`src/inc/accl_pkg.sv`:
```
package accl_pkg;
  // bus geometry
  localparam int ACCL_DATA_W = 32;
  localparam int ACCL_REG_W = 8;
  localparam int ACCL_HTRANS_ACTIVE_BIT = 1;
  // register byte offsets
  localparam logic [7:0] ACCL_OFS_CTRL_STATUS = 8'h00;
  localparam logic [7:0] ACCL_OFS_CONV_CTRL_B = 8'h04;
  localparam logic [7:0] ACCL_OFS_DIG_IN_DIS = 8'h08;
  // comparator_control_status fields
  localparam int ACCL_CS_POWER_DISABLE = 7;
  localparam int ACCL_CS_BANDGAP_SEL = 6;
  localparam int ACCL_CS_RESULT = 5;
  localparam int ACCL_CS_IRQ_FLAG = 4;
  localparam int ACCL_CS_IRQ_ENABLE = 3;
  localparam int ACCL_CS_CAPTURE_ROUTE = 2;
  localparam int ACCL_CS_MODE_HI = 1;
  localparam int ACCL_CS_MODE_LO = 0;
  // converter_control_b and digital_input_disable_one fields
  localparam int ACCL_CB_MUX_ENABLE = 6;
  localparam int ACCL_DID_NEG_OFF = 1;
  localparam int ACCL_DID_POS_OFF = 0;
  // reset values
  localparam logic [7:0] ACCL_CS_RESET = 8'h00;
  localparam logic [7:0] ACCL_CB_RESET = 8'h00;
  localparam logic [7:0] ACCL_DID_RESET = 8'h00;
  // synchroniser depth
  localparam int ACCL_SYNC_STAGES = 2;
  // interrupt mode encodings
  typedef logic [1:0] accl_mode_t;
  localparam accl_mode_t ACCL_MODE_TOGGLE = 2'h0;
  localparam accl_mode_t ACCL_MODE_RESERVED = 2'h1;
  localparam accl_mode_t ACCL_MODE_FALL = 2'h2;
  localparam accl_mode_t ACCL_MODE_RISE = 2'h3;
endpackage

```
`src/inc/accl_edge_if.sv`:
```
`timescale 1ns/10ps
interface accl_edge_if;
  import accl_pkg::*;
  logic level;
  logic active;
  accl_mode_t mode;
  logic event_p;
  modport src (output level, output active, output mode, input event_p);
  modport det (input level, input active, input mode, output event_p);
endinterface

```
`src/core/accl_top.sv`:
```
`timescale 1ns/10ps
// Summary of operation
// - result bit high while positive input exceeds negative input, otherwise low.
// - capture routing bit connects result to timer capture, else none.
// - routed result passes timer noise canceller and edge select like a pin.
// - power disable bit switches comparator off, changeable any time.
// - bandgap select replaces positive pin with internal reference.
// - raw output synchronised to clock with one to two cycles latency.
// - flag set when output event matches selected mode.
// - flag cleared when processor vectors to the handler.
// - writing one clears the flag, zero leaves it.
// - interrupt requested only with enable and global enable both set.
// - mode 00 toggle, 01 reserved, 10 falling, 11 rising.
// - mux enable with converter off routes converter mux to negative input.
// - channel field picks converter pin 0 to 7 as negative input.
// - mux disabled or converter enabled selects dedicated negative pin.
// - buffer-off bits disable pin input buffer; port bit reads zero.
module accl_top
  import accl_pkg::*;
#(
  parameter int ADDR_W = 8
)(
  // clock, reset, enable
  input wire logic mclk_i,
  input wire logic reset_n_i,
  input wire logic ce_i,
  // ahb-lite slave
  input wire logic hsel_i,
  input wire logic [ADDR_W-1:0] haddr_i,
  input wire logic [1:0] htrans_i,
  input wire logic hwrite_i,
  input wire logic [2:0] hsize_i,
  input wire logic hready_i,
  input wire logic [ACCL_DATA_W-1:0] hwdata_i,
  output logic [ACCL_DATA_W-1:0] hrdata_o,
  output logic hreadyout_o,
  output logic hresp_o,
  // analog comparator
  input wire logic comp_raw_i,
  output logic comp_power_down_o,
  output logic bandgap_select_o,
  output logic neg_from_mux_o,
  output logic [2:0] neg_channel_o,
  // converter state
  input wire logic converter_enable_i,
  input wire logic [2:0] channel_select_i,
  // timer capture front end
  output logic capture_route_o,
  output logic capture_input_o,
  // comparator pins digital path
  input wire logic [1:0] pin_raw_i,
  output logic [1:0] pin_buffer_off_o,
  output logic [1:0] pin_read_o,
  // processor interrupt
  input wire logic global_irq_enable_i,
  input wire logic irq_ack_i,
  output logic irq_req_o
);
  logic [1:0] rst_sync_reg;
  logic rst_n;
  logic [ACCL_SYNC_STAGES-1:0] comp_sync_reg;
  logic [1:0] pin_sync1_reg;
  logic [1:0] pin_sync2_reg;
  logic power_disable_reg;
  logic bandgap_sel_reg;
  logic irq_flag_reg;
  logic irq_flag_next;
  logic irq_enable_reg;
  logic capture_route_reg;
  accl_mode_t mode_reg;
  logic mux_enable_reg;
  logic [1:0] buffer_off_reg;
  logic wr_pend_reg;
  logic rd_pend_reg;
  logic [ADDR_W-1:0] addr_reg;
  logic addr_phase;
  logic wr_cs;
  logic wr_cb;
  logic wr_did;
  logic sel_cs;
  logic sel_cb;
  logic sel_did;
  logic [7:0] wbyte;
  logic result_bit;
  logic flag_clear;
  logic [7:0] cs_view;
  logic [7:0] cb_view;
  logic [7:0] did_view;
  logic [7:0] rd_byte;

  accl_edge_if edge_bus ();

  // reset release through two flip-flops
  always_ff @(posedge mclk_i or negedge reset_n_i) begin
    if (!reset_n_i) begin
      rst_sync_reg <= 2'h0;
    end else if (ce_i) begin
      rst_sync_reg <= {rst_sync_reg[0], 1'b1};
    end
  end
  assign rst_n = rst_sync_reg[1];

  always_ff @(posedge mclk_i or negedge rst_n) begin
    if (!rst_n) begin
      comp_sync_reg <= '0;
      pin_sync1_reg <= 2'h0;
      pin_sync2_reg <= 2'h0;
    end else if (ce_i) begin
      comp_sync_reg <= {comp_sync_reg[ACCL_SYNC_STAGES-2:0], comp_raw_i};
      pin_sync1_reg <= pin_raw_i;
      pin_sync2_reg <= pin_sync1_reg;
    end
  end

  assign result_bit = comp_sync_reg[ACCL_SYNC_STAGES-1] & ~power_disable_reg;

  assign edge_bus.level = result_bit;
  assign edge_bus.active = ~power_disable_reg;
  assign edge_bus.mode = mode_reg;

  accl_edge_detect u_edge (
    .clk_i(mclk_i),
    .rst_n_i(rst_n),
    .ce_i(ce_i),
    .edge_if(edge_bus)
  );

  // ahb-lite address phase decode
  assign addr_phase = hsel_i & htrans_i[ACCL_HTRANS_ACTIVE_BIT] & hready_i;
  assign sel_cs = addr_reg == ADDR_W'(ACCL_OFS_CTRL_STATUS);
  assign sel_cb = addr_reg == ADDR_W'(ACCL_OFS_CONV_CTRL_B);
  assign sel_did = addr_reg == ADDR_W'(ACCL_OFS_DIG_IN_DIS);
  assign wr_cs = ce_i & wr_pend_reg & sel_cs;
  assign wr_cb = ce_i & wr_pend_reg & sel_cb;
  assign wr_did = ce_i & wr_pend_reg & sel_did;
  assign wbyte = hwdata_i[7:0];

  always_ff @(posedge mclk_i or negedge rst_n) begin
    if (!rst_n) begin
      wr_pend_reg <= 1'b0;
      rd_pend_reg <= 1'b0;
      addr_reg <= '0;
    end else if (ce_i) begin
      wr_pend_reg <= addr_phase & hwrite_i;
      rd_pend_reg <= addr_phase & ~hwrite_i;
      if (addr_phase) begin
        addr_reg <= haddr_i;
      end
    end
  end

  // control bits
  always_ff @(posedge mclk_i or negedge rst_n) begin
    if (!rst_n) begin
      power_disable_reg <= ACCL_CS_RESET[ACCL_CS_POWER_DISABLE];
      bandgap_sel_reg <= ACCL_CS_RESET[ACCL_CS_BANDGAP_SEL];
      irq_enable_reg <= ACCL_CS_RESET[ACCL_CS_IRQ_ENABLE];
      capture_route_reg <= ACCL_CS_RESET[ACCL_CS_CAPTURE_ROUTE];
      mode_reg <= ACCL_CS_RESET[ACCL_CS_MODE_HI:ACCL_CS_MODE_LO];
    end else if (wr_cs) begin
      power_disable_reg <= wbyte[ACCL_CS_POWER_DISABLE];
      bandgap_sel_reg <= wbyte[ACCL_CS_BANDGAP_SEL];
      irq_enable_reg <= wbyte[ACCL_CS_IRQ_ENABLE];
      capture_route_reg <= wbyte[ACCL_CS_CAPTURE_ROUTE];
      mode_reg <= wbyte[ACCL_CS_MODE_HI:ACCL_CS_MODE_LO];
    end
  end

  always_ff @(posedge mclk_i or negedge rst_n) begin
    if (!rst_n) begin
      mux_enable_reg <= ACCL_CB_RESET[ACCL_CB_MUX_ENABLE];
      buffer_off_reg <= ACCL_DID_RESET[ACCL_DID_NEG_OFF:ACCL_DID_POS_OFF];
    end else begin
      if (wr_cb) begin
        mux_enable_reg <= wbyte[ACCL_CB_MUX_ENABLE];
      end
      if (wr_did) begin
        buffer_off_reg <= wbyte[ACCL_DID_NEG_OFF:ACCL_DID_POS_OFF];
      end
    end
  end

  assign flag_clear = (wr_cs & wbyte[ACCL_CS_IRQ_FLAG]) | (ce_i & irq_ack_i);

  // event sets flag, set wins over clear
  always_comb begin
    irq_flag_next = irq_flag_reg;
    if (flag_clear) begin
      irq_flag_next = 1'b0;
    end
    if (ce_i & edge_bus.event_p) begin
      irq_flag_next = 1'b1;
    end
  end

  always_ff @(posedge mclk_i or negedge rst_n) begin
    if (!rst_n) begin
      irq_flag_reg <= ACCL_CS_RESET[ACCL_CS_IRQ_FLAG];
    end else begin
      irq_flag_reg <= irq_flag_next;
    end
  end

  // register read views
  assign cs_view = {power_disable_reg, bandgap_sel_reg, result_bit, irq_flag_reg,
                    irq_enable_reg, capture_route_reg, mode_reg};
  assign cb_view = 8'(mux_enable_reg) << ACCL_CB_MUX_ENABLE;
  assign did_view = {6'h00, buffer_off_reg};
  assign rd_byte = sel_cs ? cs_view : sel_cb ? cb_view : sel_did ? did_view : 8'h00;
  assign hrdata_o = rd_pend_reg ? {24'h000000, rd_byte} : '0;
  assign hreadyout_o = ce_i;
  assign hresp_o = 1'b0;

  assign irq_req_o = irq_flag_reg & irq_enable_reg & global_irq_enable_i;

  // synchronised result into capture front end
  assign capture_route_o = capture_route_reg;
  assign capture_input_o = capture_route_reg & result_bit;

  assign comp_power_down_o = power_disable_reg;
  assign bandgap_select_o = bandgap_sel_reg;

  assign neg_from_mux_o = mux_enable_reg & ~converter_enable_i;
  assign neg_channel_o = channel_select_i;

  assign pin_buffer_off_o = buffer_off_reg;
  assign pin_read_o = pin_sync2_reg & ~buffer_off_reg;
endmodule

```
`src/core/accl_edge_detect.sv`:
```
`timescale 1ns/10ps
module accl_edge_detect
  import accl_pkg::*;
(
  // clock, reset, enable
  input wire logic clk_i,
  input wire logic rst_n_i,
  input wire logic ce_i,
  // comparator level and event
  accl_edge_if.det edge_if
);
  logic prev_reg;
  logic rise;
  logic fall;
  logic sel_event;

  assign rise = edge_if.level & ~prev_reg;
  assign fall = ~edge_if.level & prev_reg;

  always_comb begin
    unique case (edge_if.mode)
      ACCL_MODE_TOGGLE: sel_event = rise | fall;
      ACCL_MODE_RESERVED: sel_event = 1'b0;
      ACCL_MODE_FALL: sel_event = fall;
      ACCL_MODE_RISE: sel_event = rise;
    endcase
  end

  assign edge_if.event_p = edge_if.active & sel_event;

  always_ff @(posedge clk_i or negedge rst_n_i) begin
    if (!rst_n_i) begin
      prev_reg <= 1'b0;
    end else if (ce_i) begin
      prev_reg <= edge_if.level;
    end
  end
endmodule

```
`config.mk`:
```
export PLATFORM = sky130hd
export DESIGN_NAME = accl_top
export DESIGN_NICKNAME = d
export VERILOG_FILES = /design/src/inc/accl_pkg.sv /design/src/inc/accl_edge_if.sv /design/src/core/accl_top.sv /design/src/core/accl_edge_detect.sv
export SDC_FILE = /design/constraint.sdc
export NUM_CORES = 1
export LEC_CHECK = 0
export BUFFER_PORTS_ARGS = -buffer_cell sky130_fd_sc_hd__clkbuf_2
export CAP_MARGIN = 40
export CELL_PAD_IN_SITES_DETAIL_PLACEMENT = 0
export CELL_PAD_IN_SITES_GLOBAL_PLACEMENT = 1
export CORE_ASPECT_RATIO = 2
export CORE_UTILIZATION = 29
export CTS_CLUSTER_DIAMETER = 200
export DETAILED_ROUTE_END_ITERATION = 7
export PLACE_DENSITY_LB_ADDON = 0.1
export SYNTH_ARGS = -nofsm -noshare
export SYNTH_HDL_FRONTEND = slang
export SYNTH_SLANG_ARGS = --single-unit
```
`constraint.sdc`:
```
create_clock -name mclk_i -period 1.8 [get_ports mclk_i]
set_input_delay 0.09 -clock mclk_i [delete_from_list [all_inputs] [get_ports mclk_i]]
set_output_delay 0.09 -clock mclk_i [all_outputs]
set_load 0.01 [all_outputs]
```
; Word level (Yosys, flattened, before mapping)
; Cells that the tools add are included.
[op_classes]
add_sub_neg = 0
n_mul = 0
n_div = 0
n_lt_le_gt_ge = 0
n_eq_ne = 5
shifts = 0
muxes = 7
n_bitwise = 28
reduce_logical = 4
[ops]
columns = operator, count
row1 = $and A1 B1 Y1, 19
row2 = $mux W8, 2
row3 = $eq A8 B3 Y1 const B, 1
row4 = $eq A8 B4 Y1 const B, 1
row5 = $logic_not A8 Y1, 1
row6 = $mux W7, 1
row7 = $not A1 Y1, 5
row8 = $eq A2 B2 Y1 const B, 2
row9 = $pmux W1 S4, 1
row10 = $and A2 B2 Y2, 1
row11 = $eq A2 B1 Y1 const B, 1
row12 = $logic_not A2 Y1, 1
row13 = $mux W1, 2
row14 = $mux W2, 1
row15 = $not A2 Y2, 1
row16 = $or A1 B1 Y1, 2
row17 = $reduce_and A2 Y1, 1
row18 = $reduce_bool A2 Y1, 1
[totals]
ff_bits = 29
latch_bits = 0
ram_bits = 0
rom_bits = 0
inputBits = 60
out_inout_bits = 47
elab_cells = 60
n_memories = 0

; Depth between registers and ports, before layout
[depth]
word_depth = 9
ltp_mapped = 4
depth_no_buf = 3

; Cells and area by module
; Synthesis repeated with hierarchy kept, for this count alone.
[hier_totals]
hier_cells = 139
area_unflattened_um2 = 1594.0
[by_module_without_submodules]
columns = module, n_inst, cells_each, area_per_inst_um2, seq_area_each_um2
row1 = accl_top, 1, 128, 1491.4, 700.7
row2 = accl_edge_detect, 1, 11, 102.6, 25.0

; Least setup slack after synthesis
; OpenSTA, ideal clock, no wires.
[synth_timing]
path_kind = reg2out
from = reg addr_reg[5]
to = out hrdata_o[2]
arrival_ns = 1.477
t_required_ns = 1.710
slack_ns = 0.233
stages_incl_launch_ff = 4
n_path_buf = 0
path_cell_list = dfrtp_1 -> nor4_4 -> nand3_1 -> nor4b_1
[synth_via]
elab_chain_len = 3
[synth_lines]
columns = element, line
row1 = start: declaration, accl_top.sv:75  ; logic [ADDR_W-1:0] addr_reg;
row2 = start signal: assignment, accl_top.sv:147  ; addr_reg <= haddr_i;
row3 = $logic_not A8 Y1, accl_top.sv:130  ; assign sel_cs = addr_reg == ADDR_W'(ACCL_OFS_CTRL_STATUS);
row4 = $mux W8, accl_top.sv:209  ; assign rd_byte = sel_cs ? cs_view : sel_cb ? cb_view : sel_did ? did_view : 8'h00;
row5 = $mux W8, accl_top.sv:210  ; assign hrdata_o = rd_pend_reg ? {24'h000000, rd_byte} : '0;
row6 = end: declaration, accl_top.sv:35  ; output logic [ACCL_DATA_W-1:0] hrdata_o,
; No other way between the ends.

; Worst setup path after layout
[layout_timing]
from = reg addr_reg[5]
to = out hrdata_o[5]
; Same word-level chain as after synthesis.

==> impl_metrics.json <==
{
  "status": "completed",
  "gp_congestion": 0.704,
  "num_vias": 1055,
  "cts_tree": "done",
  "worstPathRequired_ps": 1710,
  "synth_top_family_by_area": "multiplexers",
  "ys_types": 28,
  "synth_top_area_share_pct": 47.5,
  "synthesis.yosys.warnings": 0,
  "syn_inst": 126,
  "ir_drop_uv": 590,
  "synthAdderAreaFrac_pct": 0,
  "fillers": 545,
  "p_leak_uw": 0.000930,
  "rows": 37,
  "numCtsBuffers": 5,
  "wl_per_cell_microns": 13.8,
  "reg2reg_depth": 4,
  "grt_pass1_wl_mm": 5.29,
  "period_minus_slack_ps": 1800,
  "dpl.hpwl_mm": 2.55,
  "cts.reportedPaths.clkPinSlew_ps": 60,
  "largest_register_ffs": 8,
  "endpoint_kind": "primary output",
  "die_w_microns": 53.3,
  "io_pins": 107,
  "clkSinkCount": 29,
  "avgSynthCellArea_sq_um": 12.1,
  "die_height_microns": 105,
  "fin_crit_sh_pct": 100,
  "grt_pass1_vias": 1134,
  "synth_xor_area_share_pct": 0.574,
  "ys_seq_area_share_pct": 47.5,
  "clock_skew_ps": 4.26,
  "drt_iter0_markers": 5,
  "htree_levels": 2,
  "powerDensity_nw_per_um2": 855,
  "avgViaCountPerCell": 4.40,
  "yosysTopAreaCell": "dfrtp_1",
  "initial_utilization_pct": 30.0,
  "hold_class": "in -> reg",
  "grt_overflow": 0,
  "drc_errors": 0,
  "diodes": 0,
  "synth.ff_latch_count": 29,
  "clockBufferDepth": 2,
  "core-area_sq_um": 5090,
  "whs_path_depth": 2,
  "die_area_sq_um": 5580,
  "clk_latency_ps": 270,
  "nNetsFinal": 241,
  "cts-root-buf": "clkbuf_8",
  "grt_antenna_before_repair": 0,
  "syn2layout_area_growth_pct": 23.9,
  "finalHoldViolCount": 0,
  "drive_above_1_share_pct": 51.1,
  "synthSimpleGateAreaFrac_pct": 13.8,
  "criticalPathCategory": "reg -> out",
  "synth_area_leaders": "dfrtp_1, mux2_2, buf_4, nor4b_1, mux2i_1",
  "maxCapViolations": 0,
  "drv_slew": 0,
  "finalSetupViolations": 0,
  "final_core_util_pct": 37.1,
  "grt_setup_unrepaired": "true",
  "syn_area_sq_um": 1530,
  "io_buffer_count": 46,
  "synth-compound-area-share_pct": 2.46,
  "crit_fanout": 8,
  "synth.area.mux_share_pct": 19.7,
  "drtAntennaViolNets": 0,
  "drt_pass1_iterations": 4,
  "fin_hold_ws_ps": 33.8,
  "routed_wl_mm": 3.31,
  "fmax_mhz": 556,
  "worstSetupStartpointType": "register",
  "grt_start_max_net_pins": 28,
  "totalPowerFinal_uw": 1620,
  "arrival_ps": 1710,
  "grt_use_total_pct": 13.4
}
critical path, cell delays in order (launching register included):
cell	delay, ps
dfrtp_1	400
nor4_4	340
nand3_1	130
buf_6	170
and4bb_2	290
buf_6	100
report_power, final:
| group | switching (uW) | internal (uW) |
|---|---|---|
| logic | 146 | 164 |
| registers | 67.1 | 738 |
| clock network | 229 | 274 |
| total | 442 | 1180 |
path summary, 6_finish.rpt:
kind / endpoint / start / slack (ps)
worst min register to register: comp_sync_reg[1]$_DFFE_PN0P_ / rst_sync_reg[1]$_DFFE_PN0P_ / 270
worst max-delay path: hrdata_o[5] / addr_reg[5]$_DFFE_PN0P_ / 0.9
worst max register to register: edge_bus.mode[0]$_DFFE_PN0P_ / addr_reg[5]$_DFFE_PN0P_ / 150
min in group asynchronous: rst_sync_reg[1]$_DFFE_PN0P_ / reset_n_i / 130
max in group asynchronous: wr_pend_reg$_DFFE_PN0P_ / rst_sync_reg[1]$_DFFE_PN0P_ / 1270
worst min-delay path: rd_pend_reg$_DFFE_PN0P_ / hwrite_i / 30
stage by stage:
stage / setup WS [ps] / instance area, sq um / std cells / setup TNS (ps)
after floorplan: 233 / 1620 / 150 / 0
after global placement: 235 / 1740 / 229 / 0
after detailed placement: 176 / 1740 / 229 / 0
after CTS: -68.8 / 1860 / 238 / -312
after global routing: -96.7 / 1890 / 240 / -451
final: 0.897 / 1890 / 240 / 0
cell families after synthesis:
logic type | after synthesis
DFF | 29
muxes | 27
AOI/OAI and AO/OA | 5
xor gates and xnor gates | 1
buffers and inverters | 35
other | 1
and+or+nand+nor | 28
placed cells by master (no fill, tap or decap), drive strengths merged:
| master | synthesis | routed |
|---|---|---|
| nor4b | 4 | 4 |
| nor3b | 1 | 1 |
| nand4 | 1 | 1 |
| inv | 3 | 3 |
| xnor2 | 1 | 1 |
| o2bb2ai | 2 | 2 |
| a31oi | 1 | 1 |
| and3b | 1 | 1 |
| nor2 | 2 | 2 |
| mux2 | 24 | 24 |
| and4bb | 2 | 2 |
| buf | 29 | 16 |
| mux2i | 3 | 3 |
| and3 | 1 | 1 |
| conb | 1 | 25 |
| o21ai | 1 | 1 |
| nand3b | 1 | 1 |
| dfrtp | 29 | 29 |
| nor3 | 3 | 3 |
| nor2b | 3 | 3 |
| or2 | 1 | 1 |
| nor4 | 1 | 1 |
| and4 | 1 | 1 |
| nand4b | 2 | 2 |
| clkbuf | 3 | 47 |
| nand2 | 2 | 2 |
| o32ai | 1 | 1 |
| nand3 | 2 | 2 |
| dlygate4sd3 | 0 | 1 |
per-layer routing:
| layer | routed length, microns | track usage, % | up-vias |
|---|---|---|---|
| li1 | - | - | 497 |
| met1 | 1110 | 13.1 | 508 |
| met2 | 1910 | 23.7 | 44 |
| met3 | 209 | 3.35 | 6 |
| met4 | 79 | 7.52 | 0 |
| met5 | 0 | 0 | - |
synth_stat cells:
cell	number
a31oi_1	1
and3_1	1
and3b_1	1
and4_2	1
and4bb_2	2
buf_4	29
clkbuf_1	3
conb_1	1
dfrtp_1	29
inv_1	3
mux2_2	24
mux2i_1	3
nand2_1	2
nand3_1	2
nand3b_1	1
nand4_1	1
nand4b_1	2
nor2_1	2
nor2b_1	3
nor3_1	3
nor3b_1	1
nor4_4	1
nor4b_1	4
o21ai_0	1
o2bb2ai_1	2
o32ai_1	1
or2_2	1
xnor2_1	1
final cells by class:
class	count	area [sq um]	area share, %
multi-input combinational	86	684	36.2
clock buffer	8	80.1	4.23
inverter	3	11.3	0.595
timing repair buffer	56	318	16.8
tap	58	72.6	3.84
sequential	29	726	38.4
timing repair:
| item | in CTS | in global routing |
|---|---|---|
| setup buffers | 0 | 2 |
| cloned | 0 | 0 |
| endpoints found under the setup margin | 7 | 8 |
| pin swaps | 3 | 4 |
| resized for setup | 5 | 9 |
| hold endpoints to repair | 2 | 0 |
| hold buffers | 1 | 0 |
No activity file was read; power rests on OpenSTA's default activity.
